`config.mk`:
```
export PLATFORM = sky130hd
export DESIGN_NAME = asp_top
export DESIGN_NICKNAME = d
export VERILOG_FILES = /design/src/common/asp_pkg.sv /design/src/logic/asp_top.sv
export SDC_FILE = /design/constraint.sdc
export NUM_CORES = 1
export LEC_CHECK = 0
export BUFFER_PORTS_ARGS = -buffer_cell sky130_fd_sc_hd__buf_2
export CAP_MARGIN = 25
export CORE_AREA = 2 2 199 201
export CTS_CLUSTER_DIAMETER = 100
export DETAILED_ROUTE_END_ITERATION = 10
export DIE_AREA = 0 0 201 203
export PLACE_DENSITY = 0.72
export SETUP_SLACK_MARGIN = 0.15
export SYNTH_ARGS = -nofsm -noshare
export SYNTH_HDL_FRONTEND = slang
export SYNTH_SLANG_ARGS = --single-unit
```
`constraint.sdc`:
```
create_clock -name ref_clk -period 5.07 [get_ports ref_clk]
set_input_delay 1.014 -clock ref_clk [delete_from_list [all_inputs] [get_ports ref_clk]]
set_output_delay 1.014 -clock ref_clk [all_outputs]
set_load 0.01 [all_outputs]
```
`src/common/asp_pkg.sv`:
```
package asp_pkg;
	// Register byte addresses, one aligned word each, data in bits 7..0.
	localparam logic [7:0] OFS_CTRL    = 8'h00;
	localparam logic [7:0] OFS_FMT     = 8'h04;
	localparam logic [7:0] OFS_BAUD_LO = 8'h08;
	localparam logic [7:0] OFS_BAUD_HI = 8'h0c;
	localparam logic [7:0] OFS_TXDATA  = 8'h10;
	localparam logic [7:0] OFS_RXDATA  = 8'h14;
	localparam logic [7:0] OFS_STATUS  = 8'h18;
	localparam logic [7:0] OFS_INTEN   = 8'h1c;
	localparam logic [7:0] OFS_RXEMU   = 8'h20;
	localparam logic [7:0] OFS_WAKE    = 8'h24;
	// Control register fields.
	localparam int CTRL_TX_EN    = 0;
	localparam int CTRL_RX_EN    = 1;
	localparam int CTRL_PAR_EN   = 2;
	localparam int CTRL_PAR_EVEN = 3;
	localparam int CTRL_TWO_STOP = 4;
	localparam int CTRL_ADDR_MD  = 5;
	localparam int CTRL_SLEEP    = 6;
	localparam int CTRL_AUTOBAUD = 7;
	// Format register: bits 2..0 hold data length minus one, bit 3 the address mark to send.
	localparam int FMT_TX_ADDR = 3;
	// Status register fields.
	localparam int ST_TX_BUFFER_READY_FLAG  = 0;
	localparam int ST_TXEMPT = 1;
	localparam int ST_RX_BUFFER_READY_FLAG  = 2;
	localparam int ST_BRK    = 3;
	localparam int ST_PE     = 4;
	localparam int ST_OE     = 5;
	localparam int ST_FE     = 6;
	localparam int ST_RXERR  = 7;
	// Interrupt enable fields.
	localparam int IE_TX = 0;
	localparam int IE_RX = 1;
	// Values after reset and timing.
	localparam logic [7:0]  CTRL_RST  = 8'h00;
	localparam logic [7:0]  FMT_RST   = 8'h07;
	localparam int          CLK_HZ    = 125_000_000;
	localparam int          BAUD_DEF  = 115_200;
	localparam logic [15:0] BAUD_RST  = 16'(CLK_HZ / BAUD_DEF - 1);
	localparam logic [3:0]  IDLE_BITS = 4'ha;
	localparam int          FIFO_DEF  = 16;
	typedef enum logic [5:0] {
		TX_IDLE = 6'h01, TX_START = 6'h02, TX_DATA = 6'h04,
		TX_ADDR = 6'h08, TX_PAR = 6'h10, TX_STOP = 6'h20
	} asp_tx_st_t;
	typedef enum logic [6:0] {
		RX_IDLE = 7'h01, RX_START = 7'h02, RX_DATA = 7'h04, RX_ADDR = 7'h08,
		RX_PAR = 7'h10, RX_STOP = 7'h20, RX_HOLD = 7'h40
	} asp_rx_st_t;
endpackage

```
`src/logic/asp_top.sv`:
```
// Behaviour
// - sixteen-entry FIFOs for transmit and receive.
// - transmitter and receiver enabled independently.
// - check break, parity, overrun, framing per character.
// - bit time from 16-bit divisor.
// - one start, 1-8 data, parity, 1-2 stop.
// - even, odd or no parity.
// - idle-line and address-bit wakeup modes.
// - holding buffers separate from shift registers.
// - transmit-ready flag when holding buffer has room.
// - transmitter-empty flag when shifter idle.
// - receive-ready flag when character waiting.
// - break flag on break condition.
// - summary flag of four receive errors.
// - separate TX/RX interrupt enables, break ungated.
// - NRZ two-wire link, no shared clock.
// - automatic baud detection hardware.
// - eight-bit registers, upper bits read zero.
// - shifter loads from buffer, shifts out serially.
// - completed character to buffer and emulation copy.
//
// The APB register port and the placing of the registers were chosen for this implementation.
module asp_top
	import asp_pkg::*;
#(
	parameter int FIFO_DEPTH = FIFO_DEF
) (
	input  wire logic        ref_clk,
	input  wire logic        srst,
	input  wire logic        ce,
	input  wire logic        psel,
	input  wire logic        penable,
	input  wire logic        pwrite,
	input  wire logic [7:0]  paddr,
	input  wire logic [31:0] pwdata,
	input  wire logic [3:0]  pstrb,
	output logic      [31:0] prdata,
	output logic             pready,
	output logic             pslverr,
	input  wire logic        serial_rx_pin,
	output logic             serial_tx_pin,
	output logic             tx_int,
	output logic             rx_int
);
	localparam int PW = $clog2(FIFO_DEPTH);

	// Pointer arithmetic below relies on a power-of-two depth.
	if (FIFO_DEPTH < 2 || FIFO_DEPTH > 256 || (1 << PW) != FIFO_DEPTH) begin : g_chk
		$error("FIFO_DEPTH must be a power of two from 2 to 256.");
	end

	// Parity bit that makes the data plus parity even or odd.
	function automatic logic par_of(input logic [7:0] d, input logic even);
		par_of = even ? ^d : ~^d;
	endfunction

	// Register and FIFO state.
	logic [7:0]  ctrl_r, ctrl_nxt, fmt_r, fmt_nxt, inten_r, inten_nxt, emu_r, emu_nxt;
	logic [15:0] baud_r, baud_nxt;
	logic [3:0]  err_r, err_nxt;
	logic        wake_r, wake_nxt;
	logic [31:0] prdata_r, prdata_nxt;
	logic        pready_r, pready_nxt, pslverr_r, pslverr_nxt;
	logic        tx_int_r, tx_int_nxt, rx_int_r, rx_int_nxt;
	logic [7:0]  tx_mem [FIFO_DEPTH];
	logic [8:0]  rx_mem [FIFO_DEPTH];
	logic [PW:0] txw_r, txw_nxt, txr_r, txr_nxt, rxw_r, rxw_nxt, rxr_r, rxr_nxt;
	logic [PW:0] tx_cnt, rx_cnt;
	logic        tx_push, rx_push, acc, rd, wr, mapped, accept;
	logic [7:0]  rd_byte;
	// Transmit state.
	asp_tx_st_t  tx_st_r, tx_st_nxt;
	logic [15:0] txc_r, txc_nxt;
	logic [7:0]  txsh_r, txsh_nxt;
	logic [2:0]  txb_r, txb_nxt;
	logic        txpar_r, txpar_nxt, txa_r, txa_nxt, txs2_r, txs2_nxt, txpin_r, txpin_nxt;
	logic        tx_load;
	// Receive state.
	asp_rx_st_t  rx_st_r, rx_st_nxt;
	logic [15:0] rxc_r, rxc_nxt, idc_r, idc_nxt;
	logic [7:0]  rxsh_r, rxsh_nxt;
	logic [2:0]  rxb_r, rxb_nxt;
	logic [3:0]  idb_r, idb_nxt;
	logic [16:0] ab_r, ab_nxt;
	logic        rxacc_r, rxacc_nxt, rxz_r, rxz_nxt, rxa_r, rxa_nxt, rxpe_r, rxpe_nxt;
	logic        aft_r, aft_nxt;
	logic        rx_done, rx_fe, rx_brk, ab_done;
	logic [7:0]  rx_data;

	assign tx_cnt = txw_r - txr_r;
	assign rx_cnt = rxw_r - rxr_r;

	// Bus decode, register writes, FIFO pointers and status flags.
	always_comb begin
		ctrl_nxt    = ctrl_r;
		fmt_nxt     = fmt_r;
		inten_nxt   = inten_r;
		baud_nxt    = baud_r;
		emu_nxt     = emu_r;
		wake_nxt    = wake_r;
		txw_nxt     = txw_r;
		txr_nxt     = txr_r;
		rxw_nxt     = rxw_r;
		rxr_nxt     = rxr_r;
		prdata_nxt  = prdata_r;
		pslverr_nxt = 1'b0;
		pready_nxt  = psel & penable & ~pready_r;
		acc         = psel & penable & pready_r;
		wr          = acc & pwrite & pstrb[0];
		rd          = acc & ~pwrite;
		mapped      = 1'b1;
		rd_byte     = 8'h00;
		if (paddr == OFS_CTRL) begin
			rd_byte = ctrl_r;
		end else if (paddr == OFS_FMT) begin
			rd_byte = fmt_r;
		end else if (paddr == OFS_BAUD_LO) begin
			rd_byte = baud_r[7:0];
		end else if (paddr == OFS_BAUD_HI) begin
			rd_byte = baud_r[15:8];
		end else if (paddr == OFS_TXDATA) begin
			rd_byte = 8'h00;
		end else if (paddr == OFS_RXDATA) begin
			rd_byte = (rx_cnt != '0) ? rx_mem[rxr_r[PW-1:0]][7:0] : emu_r;
		end else if (paddr == OFS_STATUS) begin
			rd_byte = {|err_r, err_r, rx_cnt != '0, tx_st_r == TX_IDLE,
				tx_cnt != (PW+1)'(FIFO_DEPTH)};
		end else if (paddr == OFS_INTEN) begin
			rd_byte = inten_r;
		end else if (paddr == OFS_RXEMU) begin
			rd_byte = emu_r;
		end else if (paddr == OFS_WAKE) begin
			rd_byte = {6'h00, idb_r == IDLE_BITS, wake_r};
		end else begin
			mapped = 1'b0;
		end
		// The error stands with pready only; read data holds until the next read answer.
		if (pready_nxt) begin
			pslverr_nxt = ~mapped;
		end
		if (pready_nxt && !pwrite) begin
			prdata_nxt = {24'h000000, rd_byte};
		end
		if (wr && paddr == OFS_CTRL) begin
			ctrl_nxt = pwdata[7:0];
		end
		if (wr && paddr == OFS_FMT) begin
			fmt_nxt = {4'h0, pwdata[3:0]};
		end
		if (wr && paddr == OFS_BAUD_LO) begin
			baud_nxt[7:0] = pwdata[7:0];
		end
		if (wr && paddr == OFS_BAUD_HI) begin
			baud_nxt[15:8] = pwdata[7:0];
		end
		if (wr && paddr == OFS_INTEN) begin
			inten_nxt = {6'h00, pwdata[1:0]};
		end
		// Autobaud result replaces the divisor and ends the measurement.
		if (ab_done) begin
			baud_nxt = ab_r[16] ? 16'hffff : ab_r[15:0];
			ctrl_nxt[CTRL_AUTOBAUD] = 1'b0;
		end
		// Transmit FIFO: pushes beyond full are dropped.
		tx_push = wr && paddr == OFS_TXDATA && tx_cnt != (PW+1)'(FIFO_DEPTH);
		if (tx_push) begin
			txw_nxt = txw_r + 1'b1;
		end
		if (tx_load) begin
			txr_nxt = txr_r + 1'b1;
		end
		// Receive FIFO pop on data read.
		if (rd && paddr == OFS_RXDATA && rx_cnt != '0) begin
			rxr_nxt = rxr_r + 1'b1;
		end
		// In sleep only an address-marked (address mode) or post-idle (idle-line mode) character is taken; sleep stays set.
		accept  = ~ctrl_r[CTRL_SLEEP] | (ctrl_r[CTRL_ADDR_MD] ? rxa_r : aft_r);
		rx_push = rx_done & accept & (rx_cnt != (PW+1)'(FIFO_DEPTH));
		if (rx_push) begin
			rxw_nxt  = rxw_r + 1'b1;
			emu_nxt  = rx_data;
			wake_nxt = ctrl_r[CTRL_ADDR_MD] ? rxa_r : aft_r;
		end
		// Error flags: write one to clear, a new event wins over the clear.
		err_nxt = err_r & ~((wr && paddr == OFS_STATUS) ? pwdata[ST_FE:ST_BRK] : 4'h0);
		err_nxt = err_nxt | {rx_done & accept & rx_fe,
			rx_done & accept & (rx_cnt == (PW+1)'(FIFO_DEPTH)),
			rx_done & accept & rxpe_r, rx_done & rx_brk};
		// Interrupt requests, break drives the receive request without an enable.
		tx_int_nxt = inten_r[IE_TX] & (tx_cnt != (PW+1)'(FIFO_DEPTH));
		rx_int_nxt = (inten_r[IE_RX] & ((rx_cnt != '0) | (|err_r))) | err_r[0];
	end

	// Register and FIFO flip-flops.
	always_ff @(posedge ref_clk) begin
		if (srst) begin
			ctrl_r    <= CTRL_RST;
			fmt_r     <= FMT_RST;
			inten_r   <= 8'h00;
			baud_r    <= BAUD_RST;
			emu_r     <= 8'h00;
			wake_r    <= 1'b0;
			err_r     <= 4'h0;
			txw_r     <= '0;
			txr_r     <= '0;
			rxw_r     <= '0;
			rxr_r     <= '0;
			prdata_r  <= 32'h00000000;
			pready_r  <= 1'b0;
			pslverr_r <= 1'b0;
			tx_int_r  <= 1'b0;
			rx_int_r  <= 1'b0;
		end else if (ce) begin
			ctrl_r    <= ctrl_nxt;
			fmt_r     <= fmt_nxt;
			inten_r   <= inten_nxt;
			baud_r    <= baud_nxt;
			emu_r     <= emu_nxt;
			wake_r    <= wake_nxt;
			err_r     <= err_nxt;
			txw_r     <= txw_nxt;
			txr_r     <= txr_nxt;
			rxw_r     <= rxw_nxt;
			rxr_r     <= rxr_nxt;
			prdata_r  <= prdata_nxt;
			pready_r  <= pready_nxt;
			pslverr_r <= pslverr_nxt;
			tx_int_r  <= tx_int_nxt;
			rx_int_r  <= rx_int_nxt;
			if (tx_push) begin
				tx_mem[txw_r[PW-1:0]] <= pwdata[7:0];
			end
			if (rx_push) begin
				rx_mem[rxw_r[PW-1:0]] <= {rxa_r, rx_data};
			end
		end
	end

	// Transmitter: one bit time is baud + 1 clocks.
	always_comb begin
		tx_st_nxt = tx_st_r;
		txsh_nxt  = txsh_r;
		txb_nxt   = txb_r;
		txpar_nxt = txpar_r;
		txa_nxt   = txa_r;
		txs2_nxt  = txs2_r;
		txpin_nxt = txpin_r;
		txc_nxt   = (txc_r == 16'h0000) ? baud_r : txc_r - 16'h0001;
		tx_load   = 1'b0;
		case (tx_st_r)
			TX_IDLE: begin
				txpin_nxt = 1'b1;
				if (ctrl_r[CTRL_TX_EN] && tx_cnt != '0) begin
					tx_load   = 1'b1;
					txsh_nxt  = tx_mem[txr_r[PW-1:0]];
					txpar_nxt = par_of(tx_mem[txr_r[PW-1:0]] & (8'hff >> (3'h7 - fmt_r[2:0])),
						ctrl_r[CTRL_PAR_EVEN]);
					txa_nxt   = fmt_r[FMT_TX_ADDR];
					txs2_nxt  = ctrl_r[CTRL_TWO_STOP];
					txc_nxt   = baud_r;
					txpin_nxt = 1'b0;
					tx_st_nxt = TX_START;
				end
			end
			TX_START: begin
				if (txc_r == 16'h0000) begin
					txpin_nxt = txsh_r[0];
					txb_nxt   = 3'h0;
					tx_st_nxt = TX_DATA;
				end
			end
			TX_DATA: begin
				if (txc_r == 16'h0000) begin
					txsh_nxt  = txsh_r >> 1;
					txpin_nxt = txsh_r[1];
					txb_nxt   = txb_r + 3'h1;
					if (txb_r == fmt_r[2:0]) begin
						if (ctrl_r[CTRL_ADDR_MD]) begin
							txpin_nxt = txa_r;
							tx_st_nxt = TX_ADDR;
						end else if (ctrl_r[CTRL_PAR_EN]) begin
							txpin_nxt = txpar_r;
							tx_st_nxt = TX_PAR;
						end else begin
							txpin_nxt = 1'b1;
							tx_st_nxt = TX_STOP;
						end
					end
				end
			end
			TX_ADDR: begin
				if (txc_r == 16'h0000) begin
					txpin_nxt = ctrl_r[CTRL_PAR_EN] ? txpar_r : 1'b1;
					tx_st_nxt = ctrl_r[CTRL_PAR_EN] ? TX_PAR : TX_STOP;
				end
			end
			TX_PAR: begin
				if (txc_r == 16'h0000) begin
					txpin_nxt = 1'b1;
					tx_st_nxt = TX_STOP;
				end
			end
			default: begin
				if (txc_r == 16'h0000) begin
					txs2_nxt  = 1'b0;
					tx_st_nxt = txs2_r ? TX_STOP : TX_IDLE;
				end
			end
		endcase
	end

	// Transmitter flip-flops.
	always_ff @(posedge ref_clk) begin
		if (srst) begin
			tx_st_r <= TX_IDLE;
			txc_r   <= 16'h0000;
			txsh_r  <= 8'h00;
			txb_r   <= 3'h0;
			txpar_r <= 1'b0;
			txa_r   <= 1'b0;
			txs2_r  <= 1'b0;
			txpin_r <= 1'b1;
		end else if (ce) begin
			tx_st_r <= tx_st_nxt;
			txc_r   <= txc_nxt;
			txsh_r  <= txsh_nxt;
			txb_r   <= txb_nxt;
			txpar_r <= txpar_nxt;
			txa_r   <= txa_nxt;
			txs2_r  <= txs2_nxt;
			txpin_r <= txpin_nxt;
		end
	end

	// Receiver: samples mid-bit, counts idle bit times, measures autobaud.
	always_comb begin
		rx_st_nxt = rx_st_r;
		rxsh_nxt  = rxsh_r;
		rxb_nxt   = rxb_r;
		rxacc_nxt = rxacc_r;
		rxz_nxt   = rxz_r;
		rxa_nxt   = rxa_r;
		rxpe_nxt  = rxpe_r;
		aft_nxt   = aft_r;
		idc_nxt   = idc_r;
		idb_nxt   = idb_r;
		ab_nxt    = ab_r;
		ab_done   = 1'b0;
		rx_done   = 1'b0;
		rx_fe     = ~serial_rx_pin;
		rx_brk    = rxz_r & ~serial_rx_pin;
		rx_data   = rxsh_r >> (3'h7 - fmt_r[2:0]);
		rxc_nxt   = (rxc_r == 16'h0000) ? baud_r : rxc_r - 16'h0001;
		case (rx_st_r)
			RX_IDLE: begin
				// Line high: count whole idle bit times up to the idle threshold.
				if (serial_rx_pin && idb_r != IDLE_BITS) begin
					idc_nxt = (idc_r == 16'h0000) ? baud_r : idc_r - 16'h0001;
					if (idc_r == 16'h0000) begin
						idb_nxt = idb_r + 4'h1;
					end
				end
				if (ctrl_r[CTRL_AUTOBAUD]) begin
					// Start bit width of the first character gives the bit time.
					if (!serial_rx_pin) begin
						ab_nxt = (ab_r == 17'h1ffff) ? ab_r : ab_r + 17'h00001;
					end else if (ab_r != 17'h00000) begin
						ab_done = 1'b1;
						ab_nxt  = 17'h00000;
						rx_st_nxt = RX_HOLD;
					end
				end else if (ctrl_r[CTRL_RX_EN] && !serial_rx_pin) begin
					aft_nxt   = idb_r == IDLE_BITS;
					idb_nxt   = 4'h0;
					idc_nxt   = baud_r;
					rxc_nxt   = baud_r >> 1;
					rx_st_nxt = RX_START;
				end
			end
			RX_START: begin
				if (rxc_r == 16'h0000) begin
					rxb_nxt   = 3'h0;
					rxacc_nxt = 1'b0;
					rxz_nxt   = 1'b1;
					rxa_nxt   = 1'b0;
					rxpe_nxt  = 1'b0;
					rx_st_nxt = serial_rx_pin ? RX_IDLE : RX_DATA;
				end
			end
			RX_DATA: begin
				if (rxc_r == 16'h0000) begin
					rxsh_nxt  = {serial_rx_pin, rxsh_r[7:1]};
					rxacc_nxt = rxacc_r ^ serial_rx_pin;
					rxz_nxt   = rxz_r & ~serial_rx_pin;
					rxb_nxt   = rxb_r + 3'h1;
					if (rxb_r == fmt_r[2:0]) begin
						rx_st_nxt = ctrl_r[CTRL_ADDR_MD] ? RX_ADDR :
							(ctrl_r[CTRL_PAR_EN] ? RX_PAR : RX_STOP);
					end
				end
			end
			RX_ADDR: begin
				if (rxc_r == 16'h0000) begin
					rxa_nxt   = serial_rx_pin;
					rxz_nxt   = rxz_r & ~serial_rx_pin;
					rx_st_nxt = ctrl_r[CTRL_PAR_EN] ? RX_PAR : RX_STOP;
				end
			end
			RX_PAR: begin
				if (rxc_r == 16'h0000) begin
					rxpe_nxt  = par_of({7'h00, rxacc_r}, ctrl_r[CTRL_PAR_EVEN])
						!= serial_rx_pin;
					rxz_nxt   = rxz_r & ~serial_rx_pin;
					rx_st_nxt = RX_STOP;
				end
			end
			RX_STOP: begin
				if (rxc_r == 16'h0000) begin
					rx_done   = 1'b1;
					rx_st_nxt = RX_HOLD;
				end
			end
			default: begin
				// Wait for the line to return high, so a long break reports once.
				if (serial_rx_pin) begin
					rx_st_nxt = RX_IDLE;
				end
			end
		endcase
	end

	// Receiver flip-flops.
	always_ff @(posedge ref_clk) begin
		if (srst) begin
			rx_st_r <= RX_IDLE;
			rxc_r   <= 16'h0000;
			idc_r   <= 16'h0000;
			rxsh_r  <= 8'h00;
			rxb_r   <= 3'h0;
			idb_r   <= 4'h0;
			ab_r    <= 17'h00000;
			rxacc_r <= 1'b0;
			rxz_r   <= 1'b0;
			rxa_r   <= 1'b0;
			rxpe_r  <= 1'b0;
			aft_r   <= 1'b0;
		end else if (ce) begin
			rx_st_r <= rx_st_nxt;
			rxc_r   <= rxc_nxt;
			idc_r   <= idc_nxt;
			rxsh_r  <= rxsh_nxt;
			rxb_r   <= rxb_nxt;
			idb_r   <= idb_nxt;
			ab_r    <= ab_nxt;
			rxacc_r <= rxacc_nxt;
			rxz_r   <= rxz_nxt;
			rxa_r   <= rxa_nxt;
			rxpe_r  <= rxpe_nxt;
			aft_r   <= aft_nxt;
		end
	end

	assign prdata        = prdata_r;
	assign pready        = pready_r;
	assign pslverr       = pslverr_r;
	assign serial_tx_pin = txpin_r;
	assign tx_int        = tx_int_r;
	assign rx_int        = rx_int_r;
endmodule

```
## After elaboration in Yosys (flattened, before gate mapping)

Memories as Yosys holds them, arrays and structs flattened. A register that Yosys moved wholly into a read port is not among the register bits.
Cells that the tools add are included.

- Memories: 2
- Input bits: 51
- Output and inout port bits: 37
- Register bits after elaboration: 188
- Memory bits (writable): 272
- Word-level logic and storage cells: 328

- Eq/ne operators: 47
- Mux-type cells: 127
- Shift operators: 2
- Bitwise logic cells: 30
- Reductions and logical operators: 68
- $add $sub $neg: 14

Memory list:

| name | words | bits a word | rd ports | clocked after Yosys merged registers in | wr ports | line | text |
|---|---|---|---|---|---|---|---|
| rx_mem | 16 | 9 | 1 | 1 | 1 | asp_top.sv:66 | `logic [8:0] rx_mem [FIFO_DEPTH];` |
| tx_mem | 16 | 8 | 1 | 1 | 1 | asp_top.sv:65 | `logic [7:0] tx_mem [FIFO_DEPTH];` |

Operators by type and width:

| cell | count |
|---|---|
| $mux W16 | 13 |
| $mux W8 | 15 |
| $mux W7 | 12 |
| $mux W6 | 11 |
| $mux W17 | 3 |
| $logic_not A16 Y1 | 3 |
| $sub A16 B1 Y16 const B | 3 |
| $mux W1 | 47 |
| $pmux W7 S6 | 1 |
| $mux W4 | 9 |
| $eq A8 B5 Y1 const B | 4 |
| $reduce_and A4 Y1 | 8 |
| $pmux W6 S5 | 1 |
| $ne A2 B2 Y1 const B | 12 |
| $reduce_and A2 Y1 | 12 |
| $add A5 B1 Y5 const B | 4 |
| $reduce_bool A2 Y1 | 10 |
| $add A17 B1 Y17 const B | 1 |
| $eq A17 B17 Y1 const B | 1 |
| $reduce_bool A17 Y1 | 1 |
| $eq A8 B4 Y1 const B | 2 |
| $eq A8 B6 Y1 const B | 2 |
| $pmux W8 S2 | 1 |
| $reduce_xnor A8 Y1 | 2 |
| 52 further kinds | 110 |

## Depth between registers and ports, before layout

Gate-level depths: netlist (run 1).

- Word-level depth: 13
- Depth in mapped cells: 13
- Depth with buffers taken out: 13

## Worst setup path after synthesis (run 1)

Ideal clock, no wire load.

- Path type: input to register
- Start: input port ce
- End: memory tx_mem[0][0], enable pin
- Setup slack: 1729 ps
- Data arrival time: 2971 ps
- Cell stages on the path: 6
- Data required time: 4700 ps
- Path buffers: 1
- Setup time: 370 ps
- Cells stage by stage: clkbuf_1 > nand4_1 > nor2_1 > nand4_1 > or3_1 > nor2_1

- Longest elaborated chain between the ends: 3

RTL lines:

| item | line | text |
|---|---|---|
| start: declaration | asp_top.sv:30 | `input wire logic ce,` |
| $mux W1 | asp_top.sv:213 | `end else if (ce) begin` |
| $mux W1 | asp_top.sv:196 | `if (srst) begin` |
| $mux W1 (not written as such) | asp_top.sv:231 | `tx_mem[txw_r[PW-1:0]] <= pwdata[7:0];` |
| end: declaration | asp_top.sv:65 |  |

No other way between the ends.

## Worst setup path in the final report (run 1)

- Start: register rxw_r[1]
- End: memory rx_mem[14][0], enable pin

- Longest elaborated chain between the ends: 7

RTL lines:

| item | line | text |
|---|---|---|
| start: declaration | asp_top.sv:67 | `logic [PW:0] txw_r, txw_nxt, txr_r, txr_nxt, rxw_r, rxw_nxt, rxr_r, rxr_nxt;` |
| start signal: assignment | asp_top.sv:223 | `rxw_r <= rxw_nxt;` |
| $sub A5 B5 Y5 | asp_top.sv:91 | `assign rx_cnt = rxw_r - rxr_r;` |
| $ne A5 B5 Y1 | asp_top.sv:178 | `rx_push = rx_done & accept & (rx_cnt != (PW+1)'(FIFO_DEPTH));` |
| $and A1 B1 Y1 | asp_top.sv:178 |  |
| $mux W1 | asp_top.sv:233 | `if (rx_push) begin` |
| $mux W1 | asp_top.sv:213 |  |
| $mux W1 | asp_top.sv:196 |  |
| $mux W1 (not written as such) | asp_top.sv:234 | `rx_mem[rxw_r[PW-1:0]] <= {rxa_r, rx_data};` |
| end: declaration | asp_top.sv:66 |  |

Several ways; a longest one is shown, not always the timed one.

==> results.toml, run 1 <==
[global_route]
grt_start_max_net_pins = 94
number_of_antenna_violations_at_the_first_check_in_global_routing = 2
number_of_global_route_vias_before_repair = 14500
wire_length_of_the_first_global_routing_pass_mm = 82.6
globalRoute.totalOverflow = 0
grtUsageTotal_pct = 26.0

[setup_path]
worst_r2r_endpoint = "rx_mem[14][0]"
critical_path.endpoint_type = "flop"
cp-startpoint = "rxw_r[1]"
critical_path.startpoint_type = "flop"
setup.worst_path.end = "rx_mem[14][0]"
critPathMaxFanout = 8
cp.arrival_ns = 3.93
timing.reg2reg.worst_path_depth = 9
critPathRequiredTime_ns = 5.28
setup.reg_to_reg.worst_slack_ns = 1.36
worst_r2r_startpoint = "rxw_r[1]"
criticalPathCategory = "flop to flop"

[timing]
achievable-frequency_mhz = 269
timing.final.hold_violations = 0
finalSetupViolations = 0
clock-skew-final_ns = 0.0313
relSlewSlack_pct = 28.9
fin_crit_sh_pct = 73.2
unrepaired_setup_endpoints_after_global_routing = "no"
timing_max_transition_violations_final = 0
aggregate_negative_setup_slack_ns = 0
worstMarginPinSlew_ns = 1.06
layout_min_cycle_time_ns = 3.71

[power]
cellLeakagePower_nw = 7.78
share_clk_of_total_power_pct = 36.2
power.ir.vdd_worst_v = 0.000314
share_comb_of_total_power_pct = 21.1
switching_share_pct = 30.0
cellInternalPower_w = 0.00691
powerDensity_nw_per_um2 = 423
power.share.sequential_pct = 42.6
net_switching_power_figure_w = 0.00296

[final_layout]
diodes = 0
seqCellArea_um2 = 11600
fillers = 3045
post_route_cells_drive_above_1_share_pct = 13.1
finish.cell_count_without_fillers = 2448
syn2layout_area_growth_pct = 10.5
multi_input_comb_area_um2 = 8790
nets = 1976

[routing]
drt-wirelength-per-cell_um = 21.7
post-route-drc-count = 0
initial_drt_pass_iterations = 6
routed_wirelength_mm = 53.0
dr_total_vias = 15200
postRouteAntennaNets = 0
route.detailed.vias_per_inst = 6.21
drt_iter0_markers = 1764

[floorplan]
die_width_um = 201
start_util_pct = 54.8
placement_rows = 72
fp.dieH_um = 203
io_pins = 88
core_area_um2 = 38500
die_area_um2 = 40800

[outcome]
outcome = "complete, no violations"

[logic_synthesis]
synth.most_common_cell = "sky130_fd_sc_hd__edfxtp_1"
number_of_flops_mapped_to_enable_cells_by_yosys = 256
count_of_mapped_cells_out_of_synthesis = 1874
yosys.cell_types.count = 80
ys_ff_latch = 452
yosys_warnings = 0
async_flop_share_pct = 0
netlist.top_cell.by_area = "sky130_fd_sc_hd__edfxtp_1"
postSynthAreaPerCell_um2 = 11.3
yosysTopAreaCellShare_pct = 36.4
netlist_top_cells_count = "256 x sky130_fd_sc_hd__edfxtp_1, 224 x sky130_fd_sc_hd__nor2_1, 196 x sky130_fd_sc_hd__dfxtp_1"
cell_area_synth_um2 = 21100
synth.area.top_cells = "sky130_fd_sc_hd__edfxtp_1 36%, sky130_fd_sc_hd__dfxtp_1 19%, sky130_fd_sc_hd__mux4_2 8.3%, sky130_fd_sc_hd__nor2_1 4.0%, sky130_fd_sc_hd__nand2_1 3.2%"
synth_seq_area_share_pct = 55.0
yosys_most_used_dff = "sky130_fd_sc_hd__edfxtp_1"

[clock_tree]
clk-insertion-delay-late_ns = 0.60
clkSlewWorstSetupHoldPaths_ns = 0.06
postCtsSetupBuffers = 0
cts-htree-levels = 2
cts_made_buffers = 48
clock-root-buffer = "sky130_fd_sc_hd__clkbuf_16"
cts_hold_repair.buffers = 0
tritoncts = "yes"
cts.repair.resized = 0
cts-root-to-sink-buffers = 3
cts.sinks = 452

[placement]
dp_cells = 2358
dp_hpwl_mm = 35.0
finalWeightedCongestion = 0.883
io_buffers = 36

[min_path]
hp-start = "rxsh_r[0]"
hold_wc_path_type = "flop to flop"

[flow_run]
cap_viol_max_count = 0
## flip-flops by register name, summed over array words and instances (netlist names), 5 cells and up, named ones only
name	flops
rxc_r	16
rxr_r	5
rx_mem	128
ctrl_r	8
txsh_r	8
rx_st_r	7
baud_r	16
emu_r	8
tx_mem	128
ab_r	17
tx_st_r	6
txc_r	16
rxsh_r	8
idc_r	16
txr_r	5
txw_r	5
prdata	8
rxw_r	5
## cell usage in the layout, fill, tap and decap left out, drive strengths merged, types with 8 or more instances in the layout
| master | Yosys | final |
|---|---|---|
| a222oi | 14 | 14 |
| edfxtp | 256 | 256 |
| or4 | 9 | 9 |
| a21oi | 126 | 126 |
| inv | 40 | 46 |
| nor3 | 31 | 31 |
| nor2 | 224 | 224 |
| or3 | 18 | 18 |
| o211ai | 11 | 11 |
| a311oi | 9 | 9 |
| a31oi | 14 | 14 |
| dfxtp | 196 | 196 |
| o221ai | 22 | 22 |
| clkinvlp | 0 | 8 |
| nand2 | 181 | 181 |
| nand3 | 48 | 48 |
| xor2 | 32 | 32 |
| a22oi | 18 | 18 |
| xnor2 | 31 | 31 |
| nor4 | 21 | 21 |
| o21ai | 91 | 91 |
| and3 | 15 | 15 |
| nand2b | 11 | 11 |
| o31ai | 11 | 11 |
| clkbuf | 74 | 54 |
| nor2b | 15 | 15 |
| buf | 53 | 74 |
| mux2i | 45 | 45 |
| clkinv | 4 | 16 |
| ha | 31 | 31 |
| a211oi | 12 | 12 |
| and2 | 18 | 18 |
| nand4 | 24 | 24 |
| conb | 1 | 24 |
| mux4 | 78 | 78 |
| nand3b | 8 | 8 |
## power groups by stage
stage	combinational (W)	clock, W	sequential (W)
after detailed placement	0.00204	0	0.00428
final	0.00208	0.00358	0.00421
after CTS	0.00206	0.00364	0.00420
after global placement	0.00198	0	0.00427
after floorplan	0.00169	0	0.00422
after global routing	0.00234	0.00377	0.00423
## cells by family after synthesis
| group | synth area share, % |
|---|---|
| flip-flops | 55.0 |
| AND/OR/NAND/NOR | 14.3 |
| other | 0.0178 |
| multiplexers | 10.7 |
| XOR/XNOR | 2.62 |
| AO/OA/AOI/OAI | 11.8 |
| buffers and inverters | 3.75 |
| adder cells (fa/ha/maj) | 1.89 |
## metrics by stage
stage | cell area [um2] | worst slack (ns) | hold slack (ns) | total power (W) | util [%]
finish | 23300 | 1.36 | 0.461 | 0.00987 | 60.6
global route | 23300 | 1.17 | 0.483 | 0.0103 | 60.6
detailed placement | 21700 | 1.16 | 0.457 | 0.00632 | 56.3
global placement | 21600 | 1.16 | 0.436 | 0.00624 | 56.3
floorplan | 21200 | 1.73 | 0.427 | 0.00591 | -
CTS | 23300 | 1.40 | 0.468 | 0.00989 | 60.5
## how the worst min path moves through the flow
stage / endpoint / slack [ns] / cells past startpoint
after detailed placement: tx_int / 0.46 / 2
after CTS: rxsh_r[0] / 0.47 / 2
after floorplan: txc_r[9] / 0.43 / 2
after global routing: rxsh_r[0] / 0.48 / 2
final: rxsh_r[0] / 0.46 / 2
after global placement: txc_r[9] / 0.44 / 2
## layer usage
layer | track usage [%] | share of wire, % | up-vias
li1 | - | - | 6992
met5 | 0 | 0.049 | -
met4 | 7.54 | 2.5 | 4
met3 | 4.65 | 7.7 | 101
met1 | 35.1 | 42 | 7503
met2 | 43.4 | 48 | 614
## layout make-up
| cell class | instances | share of cell area [%] |
|---|---|---|
| sequential | 452 | 49.8 |
| clock buffer | 54 | 5.25 |
| clock inverter | 32 | 1.63 |
| timing repair buffer | 74 | 2.13 |
| tap | 518 | 2.78 |
| inverter | 44 | 0.708 |
| multi-input combinational | 1274 | 37.7 |
## critical path, cell delays in order (launching register included)
cell	delay (ns)
sky130_fd_sc_hd__dfxtp_1	0.45
sky130_fd_sc_hd__ha_1	0.31
sky130_fd_sc_hd__nor2b_1	0.16
sky130_fd_sc_hd__o21a_1	0.19
sky130_fd_sc_hd__o21a_1	0.20
sky130_fd_sc_hd__o21ai_1	0.40
sky130_fd_sc_hd__a21oi_1	0.24
sky130_fd_sc_hd__nor2_1	0.39
sky130_fd_sc_hd__nand3_1	0.21
sky130_fd_sc_hd__nor2_1	0.79
Note: power is estimated with default switching activity, not from simulation.
==> inputs of run 2 (changes only) <==
PLACE_DENSITY = 0.75   (was 0.72)
clock period = 3.3 ns   (was 5.07 ns; I/O delays follow)
==> run 2 against run 1 <==
  * Combinational power is 58% higher
  * Clock skew grew 0.0042 ns
  * Utilization is 1.5 points higher
  * Clock-buffer cell count increased by 3
  * Register-to-register slack got worse by 1.1 ns
  * Sequential share of layout area decreased by 1.2 points
  * Cell count is 2.8% higher
  * Clock power grew 59%
  * Via count increased by 2.4%
  * First-iteration DRC count shrank 3.2%
  * Highest routed layer is now met4
  * Cell area rose by 2.5%
  * Sequential power up 53%
==> results.toml, run 2 (synthesis results as in run 1) <==
[power]
share_comb_of_total_power_pct = 21.3
power.share.sequential_pct = 41.9
power.ir.vdd_worst_v = 0.000571
switching_share_pct = 29.5
powerDensity_nw_per_um2 = 645
net_switching_power_figure_w = 0.00455
cellInternalPower_w = 0.0109
share_clk_of_total_power_pct = 36.8
cellLeakagePower_nw = 8.17

[floorplan]
die_area_um2 = 40800
die_width_um = 201
fp.dieH_um = 203
io_pins = 88
placement_rows = 72
core_area_um2 = 38500
start_util_pct = 54.8

[routing]
routed_wirelength_mm = 54.1
drt-wirelength-per-cell_um = 21.5
route.detailed.vias_per_inst = 6.19
drt_iter0_markers = 1707
postRouteAntennaNets = 0
post-route-drc-count = 0
dr_total_vias = 15600
initial_drt_pass_iterations = 6

[timing]
worstMarginPinSlew_ns = 0.996
aggregate_negative_setup_slack_ns = 0
unrepaired_setup_endpoints_after_global_routing = "no"
layout_min_cycle_time_ns = 3.06
finalSetupViolations = 0
relSlewSlack_pct = 33.6
achievable-frequency_mhz = 327
timing_max_transition_violations_final = 0
fin_crit_sh_pct = 92.7
timing.final.hold_violations = 0
clock-skew-final_ns = 0.0355
hold_slack_ns = 0.367

[outcome]
outcome = "complete, no violations"

[clock_tree]
cts_made_buffers = 47
clkSlewWorstSetupHoldPaths_ns = 0.06
tritoncts = "yes"
cts-root-to-sink-buffers = 3
cts_hold_repair.buffers = 0
cts.sinks = 452
clock-root-buffer = "sky130_fd_sc_hd__clkbuf_16"
cts-htree-levels = 2
clk-insertion-delay-late_ns = 0.61

[setup_path]
cp.arrival_ns = 3.57
critPathMaxFanout = 7
critPathRequiredTime_ns = 3.80
timing.reg2reg.worst_path_depth = 9
critical_path.startpoint_type = "flop"
criticalPathCategory = "flop to flop"
critical_path.endpoint_type = "flop"

[final_layout]
diodes = 0
nets = 2042
fillers = 2957
syn2layout_area_growth_pct = 13.2
final_cell_mix = "256 x sky130_fd_sc_hd__edfxtp_1, 223 x sky130_fd_sc_hd__nor2_1, 194 x sky130_fd_sc_hd__dfxtp_1"
layout.cells.most_common = "sky130_fd_sc_hd__edfxtp_1"
post_route_cells_drive_above_1_share_pct = 16.3

[placement]
io_buffers = 36
finalWeightedCongestion = 0.956
dp_hpwl_mm = 36.8

[global_route]
wire_length_of_the_first_global_routing_pass_mm = 84.7
grt_start_max_net_pins = 86
globalRoute.totalOverflow = 0
number_of_antenna_violations_at_the_first_check_in_global_routing = 1
number_of_global_route_vias_before_repair = 14900
grtUsageTotal_pct = 26.6

[min_path]
min_path_cells = 2
hold_wc_path_type = "primary input to flop"

[flow_run]
cap_viol_max_count = 0
==> run 2: metal layers <==
layer  wire length [um]  global-route usage, %
met1              21700                   35.5
met5                  0                      0
met3               4890                   5.39
met4               1840                   10.1
met2              25700                   43.2
==> run 2: power groups by stage <==
stage	logic [W]	registers [W]	clock network [W]
final	0.00328	0.00646	0.00568
after global routing	0.00368	0.00649	0.00598
after CTS	0.00325	0.00645	0.00575
after detailed placement	0.00324	0.00657	0
after global placement	0.00313	0.00655	0
after floorplan	0.00259	0.00649	0
==> run 2: critical path, cell delays in order, from the launching register on <==
cell and delay [ns]:
sky130_fd_sc_hd__dfxtp_1 0.53, sky130_fd_sc_hd__ha_1 0.34, sky130_fd_sc_hd__xor2_1 0.17, sky130_fd_sc_hd__nor4_1 0.34, sky130_fd_sc_hd__o211ai_1 0.24, sky130_fd_sc_hd__buf_4 0.19
sky130_fd_sc_hd__or4_1 0.55, sky130_fd_sc_hd__a21boi_1 0.21, sky130_fd_sc_hd__o221ai_1 0.14, sky130_fd_sc_hd__a211oi_1 0.24
==> run 2: timing repair <==
action | CTS | global route
setup buffers | 0 | 3
gates resized for setup | 0 | 3
setup endpoints to repair | 0 | 201
==> run 2: final timing paths <==
check	slack, ns	to	startpoint
worst min-delay path	0.37	rxw_r[0]	srst
worst max-delay path	0.24	prdata[6]	rxw_r[3]
worst max register to register	0.24	prdata[6]	rxw_r[3]
worst min register to register	0.46	rxsh_r[0]	rxsh_r[0]
==> run 2: cell type report <==
type | count | area (um2) | area share, %
Sequential cell | 452 | 11600 | 48.6
Multi-Input combinational cell | 1274 | 8800 | 36.8
Clock buffer | 57 | 1250 | 5.25
Timing Repair Buffer | 141 | 991 | 4.15
Tap cell | 518 | 648 | 2.71
Clock inverter | 30 | 420 | 1.76
Inverter | 44 | 165 | 0.691
==> run 2: through the flow <==
step	util [%]	std cells	setup WS, ns	power (W)	cell area (um2)
finish	62.1	2516	0.240	0.0154	23900
detailed placement	57.7	2426	0.219	0.00981	22200
CTS	62.0	2513	0.202	0.0155	23900
floorplan	-	1897	0.313	0.00908	21200
global route	62.1	2516	0.144	0.0162	23900
global placement	57.6	2424	0.256	0.00968	22200
